File: src/timer_pkg.sv
// Register map, field positions and state types of the capture/compare timer
package timer_pkg;

  // ****************************************************************
  // Register byte addresses
  // ****************************************************************
  localparam int unsigned ADDR_W         = 8;
  localparam logic [7:0]  ADDR_CTRL_ONE  = 8'h00;
  localparam logic [7:0]  ADDR_CTRL_TWO  = 8'h04;
  localparam logic [7:0]  ADDR_STATUS    = 8'h08;
  localparam logic [7:0]  ADDR_CAP1_HIGH = 8'h0c;
  localparam logic [7:0]  ADDR_CAP1_LOW  = 8'h10;
  localparam logic [7:0]  ADDR_CMP1_HIGH = 8'h14;
  localparam logic [7:0]  ADDR_CMP1_LOW  = 8'h18;
  localparam logic [7:0]  ADDR_CAP2_HIGH = 8'h1c;
  localparam logic [7:0]  ADDR_CAP2_LOW  = 8'h20;
  localparam logic [7:0]  ADDR_CMP2_HIGH = 8'h24;
  localparam logic [7:0]  ADDR_CMP2_LOW  = 8'h28;
  localparam logic [7:0]  ADDR_CNT_HIGH  = 8'h2c;
  localparam logic [7:0]  ADDR_CNT_LOW   = 8'h30;
  localparam logic [1:0][7:0] ADDR_CAP_HIGH = {ADDR_CAP2_HIGH, ADDR_CAP1_HIGH};
  localparam logic [1:0][7:0] ADDR_CAP_LOW  = {ADDR_CAP2_LOW, ADDR_CAP1_LOW};
  localparam logic [1:0][7:0] ADDR_CMP_HIGH = {ADDR_CMP2_HIGH, ADDR_CMP1_HIGH};
  localparam logic [1:0][7:0] ADDR_CMP_LOW  = {ADDR_CMP2_LOW, ADDR_CMP1_LOW};

  // ****************************************************************
  // Field positions
  // ****************************************************************
  localparam int unsigned C1_LEVEL1 = 0;
  localparam int unsigned C1_LEVEL2 = 1;
  localparam int unsigned C1_EDGE1  = 2;
  localparam int unsigned C1_CMP_IE = 6;
  localparam int unsigned C1_CAP_IE = 7;
  localparam int unsigned C1_LEVEL [2] = '{0, 1};
  localparam int unsigned C1_FORCE [2] = '{3, 4};
  localparam int unsigned C2_EXT_EDGE = 0;
  localparam int unsigned C2_EDGE2    = 1;
  localparam int unsigned C2_CLK_LSB  = 2;
  localparam int unsigned C2_PWM      = 4;
  localparam int unsigned C2_OPM      = 5;
  localparam int unsigned C2_OE [2]   = '{7, 6};
  localparam int unsigned ST_CAP [2]  = '{7, 4};
  localparam int unsigned ST_CMP [2]  = '{6, 3};
  localparam logic [7:0]  CTRL_ONE_WMASK = 8'hc7;

  // ****************************************************************
  // Encodings and values after reset
  // ****************************************************************
  localparam logic [1:0]  CLK_DIV4 = 2'h0;
  localparam logic [1:0]  CLK_DIV2 = 2'h1;
  localparam logic [1:0]  CLK_DIV8 = 2'h2;
  localparam logic [1:0]  CLK_EXT  = 2'h3;
  localparam logic [15:0] CNT_RESET     = 16'hfffc;
  localparam logic [15:0] CAP_ONE_PULSE = 16'hfffd;
  localparam logic [15:0] CMP_RESET     = 16'h8000;
  localparam logic [15:0] CAP_RESET     = 16'h0000;
  localparam logic [7:0]  CTRL_RESET    = 8'h00;
  localparam logic [2:0]  PSC_RESET     = 3'h0;
  localparam logic [2:0]  SYNC_RESET    = 3'h0;

  typedef enum logic {OPM_IDLE = 1'b0, OPM_PULSE = 1'b1} opm_state_e;

  typedef struct packed {
    logic              psel;
    logic              penable;
    logic              pwrite;
    logic [ADDR_W-1:0] paddr;
    logic [31:0]       pwdata;
  } apb_req_s;

  typedef struct packed {
    logic [31:0] prdata;
    logic        pready;
    logic        pslverr;
  } apb_rsp_s;

  typedef struct packed {
    logic [7:0]       ctl_one;
    logic [7:0]       ctl_two;
    logic [15:0]      cnt;
    logic [2:0]       psc;
    logic [1:0][15:0] cap;
    logic [1:0][15:0] cmp;
    logic [1:0]       cap_flag;
    logic [1:0]       cmp_flag;
    logic [1:0]       cap_arm;
    logic [1:0]       cmp_arm;
    logic [1:0]       cap_lock;
    logic [1:0]       cmp_lock;
    logic [1:0]       pin;
    logic [1:0][2:0]  cap_sync;
    logic [2:0]       ext_sync;
    opm_state_e       one_pulse_select;
    logic [31:0]      prdata;
  } timer_state_s;

  localparam timer_state_s STATE_RESET = '{
    ctl_one: CTRL_RESET, ctl_two: CTRL_RESET, cnt: CNT_RESET,
    psc: PSC_RESET, cap: {CAP_RESET, CAP_RESET},
    cmp: {CMP_RESET, CMP_RESET}, cap_flag: 2'h0, cmp_flag: 2'h0,
    cap_arm: 2'h0, cmp_arm: 2'h0, cap_lock: 2'h0, cmp_lock: 2'h0,
    pin: 2'h0, cap_sync: {SYNC_RESET, SYNC_RESET}, ext_sync: SYNC_RESET,
    one_pulse_select: OPM_IDLE, prdata: 32'h0000_0000};

endpackage
File: src/timer_capture_compare_one_pulse.sv
// Capture, compare and one-pulse timer with an APB register slave
`timescale 1ns/10ps
`default_nettype none

module timer_capture_compare_one_pulse
  import timer_pkg::*;
(
  // Clock and reset
  input  wire logic                sys_clk,
  input  wire logic                rst_n,
  // APB slave
  input  wire timer_pkg::apb_req_s apb_req,
  output var  timer_pkg::apb_rsp_s apb_rsp,
  // Timer pins
  input  wire logic [1:0]          capture_pin,
  input  wire logic                external_timer_clock_pin,
  output logic [1:0]               compare_out_pin,
  output logic [1:0]               compare_out_pin_oe,
  // Interrupt request
  input  wire logic                cpu_irq_mask,
  output logic                     timer_irq
);

  import timer_pkg::*;

  // ****************************************************************
  // State and decode
  // ****************************************************************
  timer_state_s q;
  timer_state_s d;

  logic              setup;
  logic              acc;
  logic              wr;
  logic              rd;
  logic [7:0]        addr;
  logic [7:0]        rdata;
  logic              mapped;
  logic [1:0]        clk_sel;
  logic              tick;
  logic              ext_edge;
  logic [15:0]       cnt_inc;
  logic              pwm_active;
  logic              opm_active;
  logic              capture_off;
  logic              opm_fire;
  logic              cnt_low_wr;
  logic              force_allowed;
  logic [1:0]        cap_edge;
  logic [1:0]        cap_fire;
  logic [1:0]        cmp_hit;
  logic [1:0]        cap_low_acc;
  logic [1:0]        cmp_low_acc;

  assign addr        = apb_req.paddr;
  assign setup       = apb_req.psel & ~apb_req.penable;
  assign acc         = apb_req.psel & apb_req.penable;
  assign wr          = acc & apb_req.pwrite;
  assign rd          = acc & ~apb_req.pwrite;
  assign cnt_low_wr  = wr & (addr == ADDR_CNT_LOW);
  assign clk_sel     = q.ctl_two[C2_CLK_LSB +: 2];
  assign pwm_active  = q.ctl_two[C2_PWM];
  assign opm_active  = q.ctl_two[C2_OPM] & ~pwm_active;
  assign capture_off = q.ctl_two[C2_OPM] | pwm_active;
  assign force_allowed = ~capture_off;
  assign cnt_inc     = q.cnt + 16'h0001;

  // ****************************************************************
  // Timer clock
  // ****************************************************************
  // External clock edges come from the second and third sync stages
  assign ext_edge = q.ctl_two[C2_EXT_EDGE] ?
                    (q.ext_sync[1] & ~q.ext_sync[2]) :
                    (~q.ext_sync[1] & q.ext_sync[2]);

  always_comb begin
    case (clk_sel)
      CLK_DIV2: tick = q.psc[0];
      CLK_DIV4: tick = &q.psc[1:0];
      CLK_DIV8: tick = &q.psc;
      CLK_EXT:  tick = ext_edge;
      default:  tick = 1'b0;
    endcase
  end

  // ****************************************************************
  // Per-channel edge detect and compare
  // ****************************************************************
  genvar g;
  for (g = 0; g < 2; g++) begin : g_chan
    logic [2:0]  s;
    logic        edge_rise;
    logic [15:0] tgt;
    assign s = q.cap_sync[g];
    // Edge select bit picks the sampled transition: rising when set, falling when clear
    assign edge_rise = (g == 0) ? q.ctl_one[C1_EDGE1] : q.ctl_two[C2_EDGE2];
    assign cap_edge[g] = edge_rise ? (s[1] & ~s[2]) : (~s[1] & s[2]);
    assign cap_fire[g] = cap_edge[g] & ~q.cap_lock[g] &
                         ((g == 1) | ~capture_off);
    // Slower clocks see the match one count late
    assign tgt = (clk_sel == CLK_DIV2) ? q.cmp[g] :
                 q.cmp[g] + 16'h0001;
    assign cmp_hit[g] = tick & ~opm_fire & ~cnt_low_wr & ~q.cmp_lock[g] &
                        (cnt_inc == tgt);
    assign cap_low_acc[g] = acc & (addr == ADDR_CAP_LOW[g]);
    assign cmp_low_acc[g] = acc & (addr == ADDR_CMP_LOW[g]);
  end

  assign opm_fire = opm_active & cap_edge[0];

  // ****************************************************************
  // Read multiplexer
  // ****************************************************************
  always_comb begin
    mapped = 1'b1;
    case (addr)
      ADDR_CTRL_ONE:  rdata = q.ctl_one;
      ADDR_CTRL_TWO:  rdata = q.ctl_two;
      ADDR_STATUS:    rdata = {q.cap_flag[0], q.cmp_flag[0], 1'b0,
                               q.cap_flag[1], q.cmp_flag[1], 3'h0};
      ADDR_CAP1_HIGH: rdata = q.cap[0][15:8];
      ADDR_CAP1_LOW:  rdata = q.cap[0][7:0];
      ADDR_CMP1_HIGH: rdata = q.cmp[0][15:8];
      ADDR_CMP1_LOW:  rdata = q.cmp[0][7:0];
      ADDR_CAP2_HIGH: rdata = q.cap[1][15:8];
      ADDR_CAP2_LOW:  rdata = q.cap[1][7:0];
      ADDR_CMP2_HIGH: rdata = q.cmp[1][15:8];
      ADDR_CMP2_LOW:  rdata = q.cmp[1][7:0];
      ADDR_CNT_HIGH:  rdata = q.cnt[15:8];
      ADDR_CNT_LOW:   rdata = q.cnt[7:0];
      default: begin
        rdata  = 8'h00;
        mapped = 1'b0;
      end
    endcase
  end

  // ****************************************************************
  // Next state
  // ****************************************************************
  always_comb begin
    d = q;
    d.ext_sync = {q.ext_sync[1:0], external_timer_clock_pin};
    d.psc = q.psc + 3'h1;
    // Read data is frozen in setup so arming matches what was seen
    if (setup) begin
      d.prdata = {24'h000000, rdata};
    end
    if (tick) begin
      d.cnt = cnt_inc;
    end
    if (cnt_low_wr) begin
      d.cnt = CNT_RESET;
    end
    if (wr && addr == ADDR_CTRL_TWO) begin
      d.ctl_two = apb_req.pwdata[7:0];
    end
    if (wr && addr == ADDR_CTRL_ONE) begin
      d.ctl_one = apb_req.pwdata[7:0] & CTRL_ONE_WMASK;
    end
    for (int i = 0; i < 2; i++) begin
      d.cap_sync[i] = {q.cap_sync[i][1:0], capture_pin[i]};
      // Software side: arm, lock and clear
      if (rd && addr == ADDR_STATUS) begin
        d.cap_arm[i] = q.cap_arm[i] | q.prdata[ST_CAP[i]];
        d.cmp_arm[i] = q.cmp_arm[i] | q.prdata[ST_CMP[i]];
      end
      if (rd && addr == ADDR_CAP_HIGH[i]) begin
        d.cap_lock[i] = 1'b1;
      end
      if (cap_low_acc[i] && !apb_req.pwrite) begin
        d.cap_lock[i] = 1'b0;
      end
      if (cap_low_acc[i] && q.cap_arm[i]) begin
        d.cap_flag[i] = 1'b0;
        d.cap_arm[i]  = 1'b0;
      end
      if (wr && addr == ADDR_CMP_HIGH[i]) begin
        d.cmp[i][15:8] = apb_req.pwdata[7:0];
        d.cmp_lock[i]  = 1'b1;
      end
      if (wr && addr == ADDR_CMP_LOW[i]) begin
        d.cmp[i][7:0] = apb_req.pwdata[7:0];
        d.cmp_lock[i] = 1'b0;
      end
      if (cmp_low_acc[i] && q.cmp_arm[i]) begin
        d.cmp_flag[i] = 1'b0;
        d.cmp_arm[i]  = 1'b0;
      end
      // Hardware side comes last so a set beats a clear
      if (cap_fire[i] && !(i == 0 && opm_active)) begin
        d.cap[i]      = q.cnt;
        d.cap_flag[i] = 1'b1;
      end
      if (cmp_hit[i]) begin
        if (!pwm_active && !(i == 0 && opm_active)) begin
          d.cmp_flag[i] = 1'b1;
        end
        if (opm_active) begin
          if (i == 0 && q.one_pulse_select == OPM_PULSE) begin
            d.pin[0] = q.ctl_one[C1_LEVEL1];
            d.one_pulse_select    = OPM_IDLE;
          end
        end else if (!pwm_active && q.ctl_two[C2_OE[i]]) begin
          d.pin[i] = q.ctl_one[C1_LEVEL[i]];
        end
      end
      // Force uses the level being written in the same access
      if (wr && addr == ADDR_CTRL_ONE && force_allowed &&
          apb_req.pwdata[C1_FORCE[i]] && q.ctl_two[C2_OE[i]]) begin
        d.pin[i] = apb_req.pwdata[C1_LEVEL[i]];
      end
    end
    if (opm_fire) begin
      d.cnt         = CNT_RESET;
      d.pin[0]      = q.ctl_one[C1_LEVEL2];
      d.cap_flag[0] = 1'b1;
      d.cap[0]      = CAP_ONE_PULSE;
      d.one_pulse_select         = OPM_PULSE;
    end
    if (!opm_active) begin
      d.one_pulse_select = OPM_IDLE;
    end
  end

  always_ff @(posedge sys_clk or negedge rst_n) begin
    if (!rst_n) begin
      q <= STATE_RESET;
    end else begin
      q <= d;
    end
  end

  // ****************************************************************
  // Outputs
  // ****************************************************************
  // Zero-wait slave: every access completes in its first access cycle
  assign apb_rsp.prdata  = q.prdata;
  assign apb_rsp.pready  = 1'b1;
  assign apb_rsp.pslverr = acc & ~mapped;

  assign compare_out_pin    = q.pin;
  assign compare_out_pin_oe = {q.ctl_two[C2_OE[1]], q.ctl_two[C2_OE[0]]};

  // Pending flags wait here until enable and mask allow them out
  assign timer_irq = ~cpu_irq_mask &
                     ((|q.cap_flag & q.ctl_one[C1_CAP_IE]) |
                      (|q.cmp_flag & q.ctl_one[C1_CMP_IE]));
endmodule

`default_nettype wire

File: config.mk
export PLATFORM = sky130hd
export DESIGN_NAME = timer_capture_compare_one_pulse
export DESIGN_NICKNAME = d
export VERILOG_FILES = /design/src/timer_pkg.sv /design/src/timer_capture_compare_one_pulse.sv
export SDC_FILE = /design/constraint.sdc
export NUM_CORES = 1
export LEC_CHECK = 0
export BUFFER_PORTS_ARGS = -buffer_cell sky130_fd_sc_hd__buf_4
export CORE_MARGIN = 5
export CORE_UTILIZATION = 60
export CTS_CLUSTER_DIAMETER = 200
export DETAILED_ROUTE_END_ITERATION = 16
export PLACE_DENSITY = 0.87
export SYNTH_ARGS = -nofsm -noshare
export SYNTH_HDL_FRONTEND = slang
export SYNTH_SLANG_ARGS = --single-unit
File: constraint.sdc
create_clock -name sys_clk -period 6 [get_ports sys_clk]
set_input_delay 0.9 -clock sys_clk [delete_from_list [all_inputs] [get_ports sys_clk]]
set_output_delay 0.9 -clock sys_clk [all_outputs]
set_load 0.02 [all_outputs]
==> flow_metrics.py <==
metrics = {
    "die": {
        "start_util": 0.604,
        "die_area_um2": 14900,
        "die_h_um": 122,
        "die_w_um": 122,
        "core_um2": 12500,
        "io_pins": 88,
        "num_rows": 41,
    },
    "grt": {
        "grt_pass1_wl_mm": 35.7,
        "grt_pass1_vias": 6075,
        "grt.overflow.total": 0,
        "grt_max_degree": 80,
        "grt_usage": 0.326,
        "antenna_found_initial": 0,
    },
    "cells_and_area": {
        "area_growth_pct": 9.81,
        "antenna_cells": 0,
        "final_cells": 919,
        "drive_gt1_frac": 0.236,
        "final_nets": 788,
    },
    "clock_tree": {
        "root_buffer": "clkbuf_16",
        "ctsResizeCount": 0,
        "cts_buffers": 17,
        "post-cts-setup-buffers": 0,
        "clock_path_buffers": 2,
        "cts.sinks": 128,
        "clkLatencyLatePin_ns": 0.44,
        "cts_tree": "yes",
        "cts_hold_buf": 0,
        "clk_pin_slew_ns": 0.06,
        "htreeDepth": 4,
    },
    "timing": {
        "rsz0062_at_grt": "false",
        "slew_headroom": 0.172,
        "finalSetupViolCount": 0,
        "hold_violations": 0,
        "post-route-min-period_ns": 3.73,
        "finalMaxSlewViolations": 0,
        "finalSetupTns_ns": 0,
        "post-route-period-util": 0.622,
        "worstMarginPinSlew_ns": 1.24,
        "fmax_mhz": 268,
        "skew_ns": 0.0115,
    },
    "pwr": {
        "switching_share": 0.335,
        "internal_power_uw": 1810,
        "p_clk_frac": 0.366,
        "ir_drop_mv": 0.248,
        "p_leak_uw": 0.00355,
        "seqPwrFrac": 0.436,
        "p_sw_uw": 912,
        "power.density_nw_per_um2": 329,
        "combPwrFrac": 0.198,
    },
    "logic_synthesis": {
        "synth_edf_count": 0,
        "synth-compound-area-share": 0.126,
        "synth_seq_cells": 128,
        "synth_cell_types": 75,
        "synthMuxAreaShare": 0.101,
        "synthSimpleGateAreaFrac": 0.167,
        "syn_inst": 720,
        "synth-xor-area-share": 0.101,
        "avgSynthCellArea_um2": 10.5,
        "synth_top_family_by_area": "simple AND/OR/NAND/NOR gates",
        "ys.flop_type": "dfrtp_1",
        "synthArstFlopShare": 1.00,
        "ys_seq_area_frac": 0.428,
        "synth_fa_ha_area_frac": 0.00830,
        "syn_area_um2": 7530,
        "ys_warn_count": 0,
    },
    "critical_path": {
        "startpoint_type": "flip-flop",
        "arrival_ns": 4.03,
        "max_stage_delay_ns": 1.04,
        "required_ns": 6.30,
        "crit_path_top_delay_cell": "nor2b_1",
        "critPathMaxFanout": 17,
        "ff2ff_setup_slack_ns": 2.27,
        "crit_type": "flip-flop to flip-flop",
        "worstPathCellList": "nor2b_1, o21ai_1, a21boi_1, buf_4, and2_2, nand3_1, nor4_1, a21oi_1, mux2_1",
        "endpoint_kind": "flip-flop",
    },
    "placed_design": {
        "numPortBuffers": 38,
        "dp_hpwl_mm": 16.0,
        "place.gp.congestion": 0.996,
        "dp_cells": 887,
    },
    "job": {
        "drv_cap": 0,
    },
    "run_status": {
        "status": "completed",
    },
    "drt": {
        "route.final.wire_length_mm": 23.1,
        "wl_per_cell_um": 25.1,
        "drtAntennaViolNets": 0,
        "drc": 0,
        "drt-pass1-iter-count": 8,
        "viasPerCell": 6.71,
        "dr_total_vias": 6166,
        "drtIter0Drc": 1077,
    },
    "worst_hold_path": {
        "min_path_type": "flip-flop to flip-flop",
    },
}
==> power groups by stage <==
stage | Sequential [uW] | Combinational [uW] | Clock [uW]
after floorplan | 1060 | 507 | 0
after CTS | 1170 | 534 | 998
final | 1190 | 538 | 997
after detailed placement | 1180 | 531 | 0
after global placement | 1180 | 510 | 0
after global routing | 1190 | 583 | 1040
==> final timing paths <==
path	cells after the start	endpoint	from
max	9	compare_out_pin[0]	pwm_active
min	0	g_chan[0].s[1]	g_chan[0].s[0]
max reg2reg	9	compare_out_pin[0]	pwm_active
min reg2reg	0	g_chan[0].s[1]	g_chan[0].s[0]
max in group asynchronous	2	q[102]	rst_n
min in group asynchronous	1	q[68]	rst_n
==> cell type report <==
cell class	count	area, um^2
Fill cell	952	4190
Multi-Input combinational cell	531	3900
Sequential cell	128	3220
Clock buffer	17	425
Timing Repair Buffer	43	323
Tap cell	172	215
Clock inverter	15	141
Inverter	13	48.8
==> sequential cells by signal, summed over array words and instances (netlist names) <==
name / count
q: 103
clk_sel: 2
d: 2
pwm_active: 1
compare_out_pin_oe: 2
g_chan.edge_rise: 2
apb_rsp: 8
g_chan.s: 6
compare_out_pin: 2
==> per-stage QoR <==
stage	util	power, uW	instance area [um^2]	hold slack [ns]	worst slack [ns]
floorplan	-	1570	7620	0.331	3.13
global placement	0.618	1690	7710	0.333	2.49
detailed placement	0.618	1720	7710	0.339	2.49
CTS	0.664	2710	8270	0.353	2.39
global route	0.664	2820	8270	0.366	2.18
finish	0.664	2720	8270	0.351	2.27
==> layout by cell type, fill, tap and decap left out, types with 7 or more instances in the layout <==
master	Yosys	final
a31oi_1	8	8
conb_1	2	25
nand3_1	24	24
buf_4	43	43
a21oi_1	29	29
mux2_2	61	61
nand4_1	23	23
nand2_1	44	44
nor4_1	10	10
nor2_1	62	62
xor2_1	9	9
xnor2_1	50	50
xnor3_1	7	7
a22oi_1	23	23
clkbuf_16	0	17
dfstp_2	16	16
o21ai_0	20	20
inv_1	13	13
dfrtp_1	112	112
and3_1	11	11
a222oi_1	13	13
nor3_1	11	10
==> metal layers <==
| metal | part of all wire | global-route usage | wire, um |
|---|---|---|---|
| met5 | 0.0020 | 0.0208 | 46 |
| met3 | 0.13 | 0.118 | 2890 |
| met2 | 0.45 | 0.484 | 10300 |
| met1 | 0.38 | 0.434 | 8810 |
| met4 | 0.044 | 0.132 | 1030 |
==> cells in the mapped netlist (16+ instances only) <==
master	instances	area, um^2
a22oi_1	23	173
mux2_2	61	687
dfstp_2	16	420
dfrtp_1	112	2800
nor2_1	62	233
a21oi_1	29	145
o21ai_0	20	100
clkbuf_1	17	63.8
xnor2_1	50	438
nand3_1	24	120
nand2_1	44	165
buf_4	43	323
nand4_1	23	144
==> logic make-up after synthesis <==
group,after synthesis
other cells,2
buf+inv,84
mux,67
simple gates,231
compound gates,133
flops,128
xor+xnor,70
fa+ha+maj,5
==> critical path, delay by kind of cell (launching register included) <==
kind / cells / cell delay [ns]
compound gates: 3 / 0.99
buf+inv: 1 / 0.23
flops: 1 / 0.60
mux: 1 / 0.37
simple gates: 4 / 1.42
Note: power is estimated with default switching activity, not from simulation.
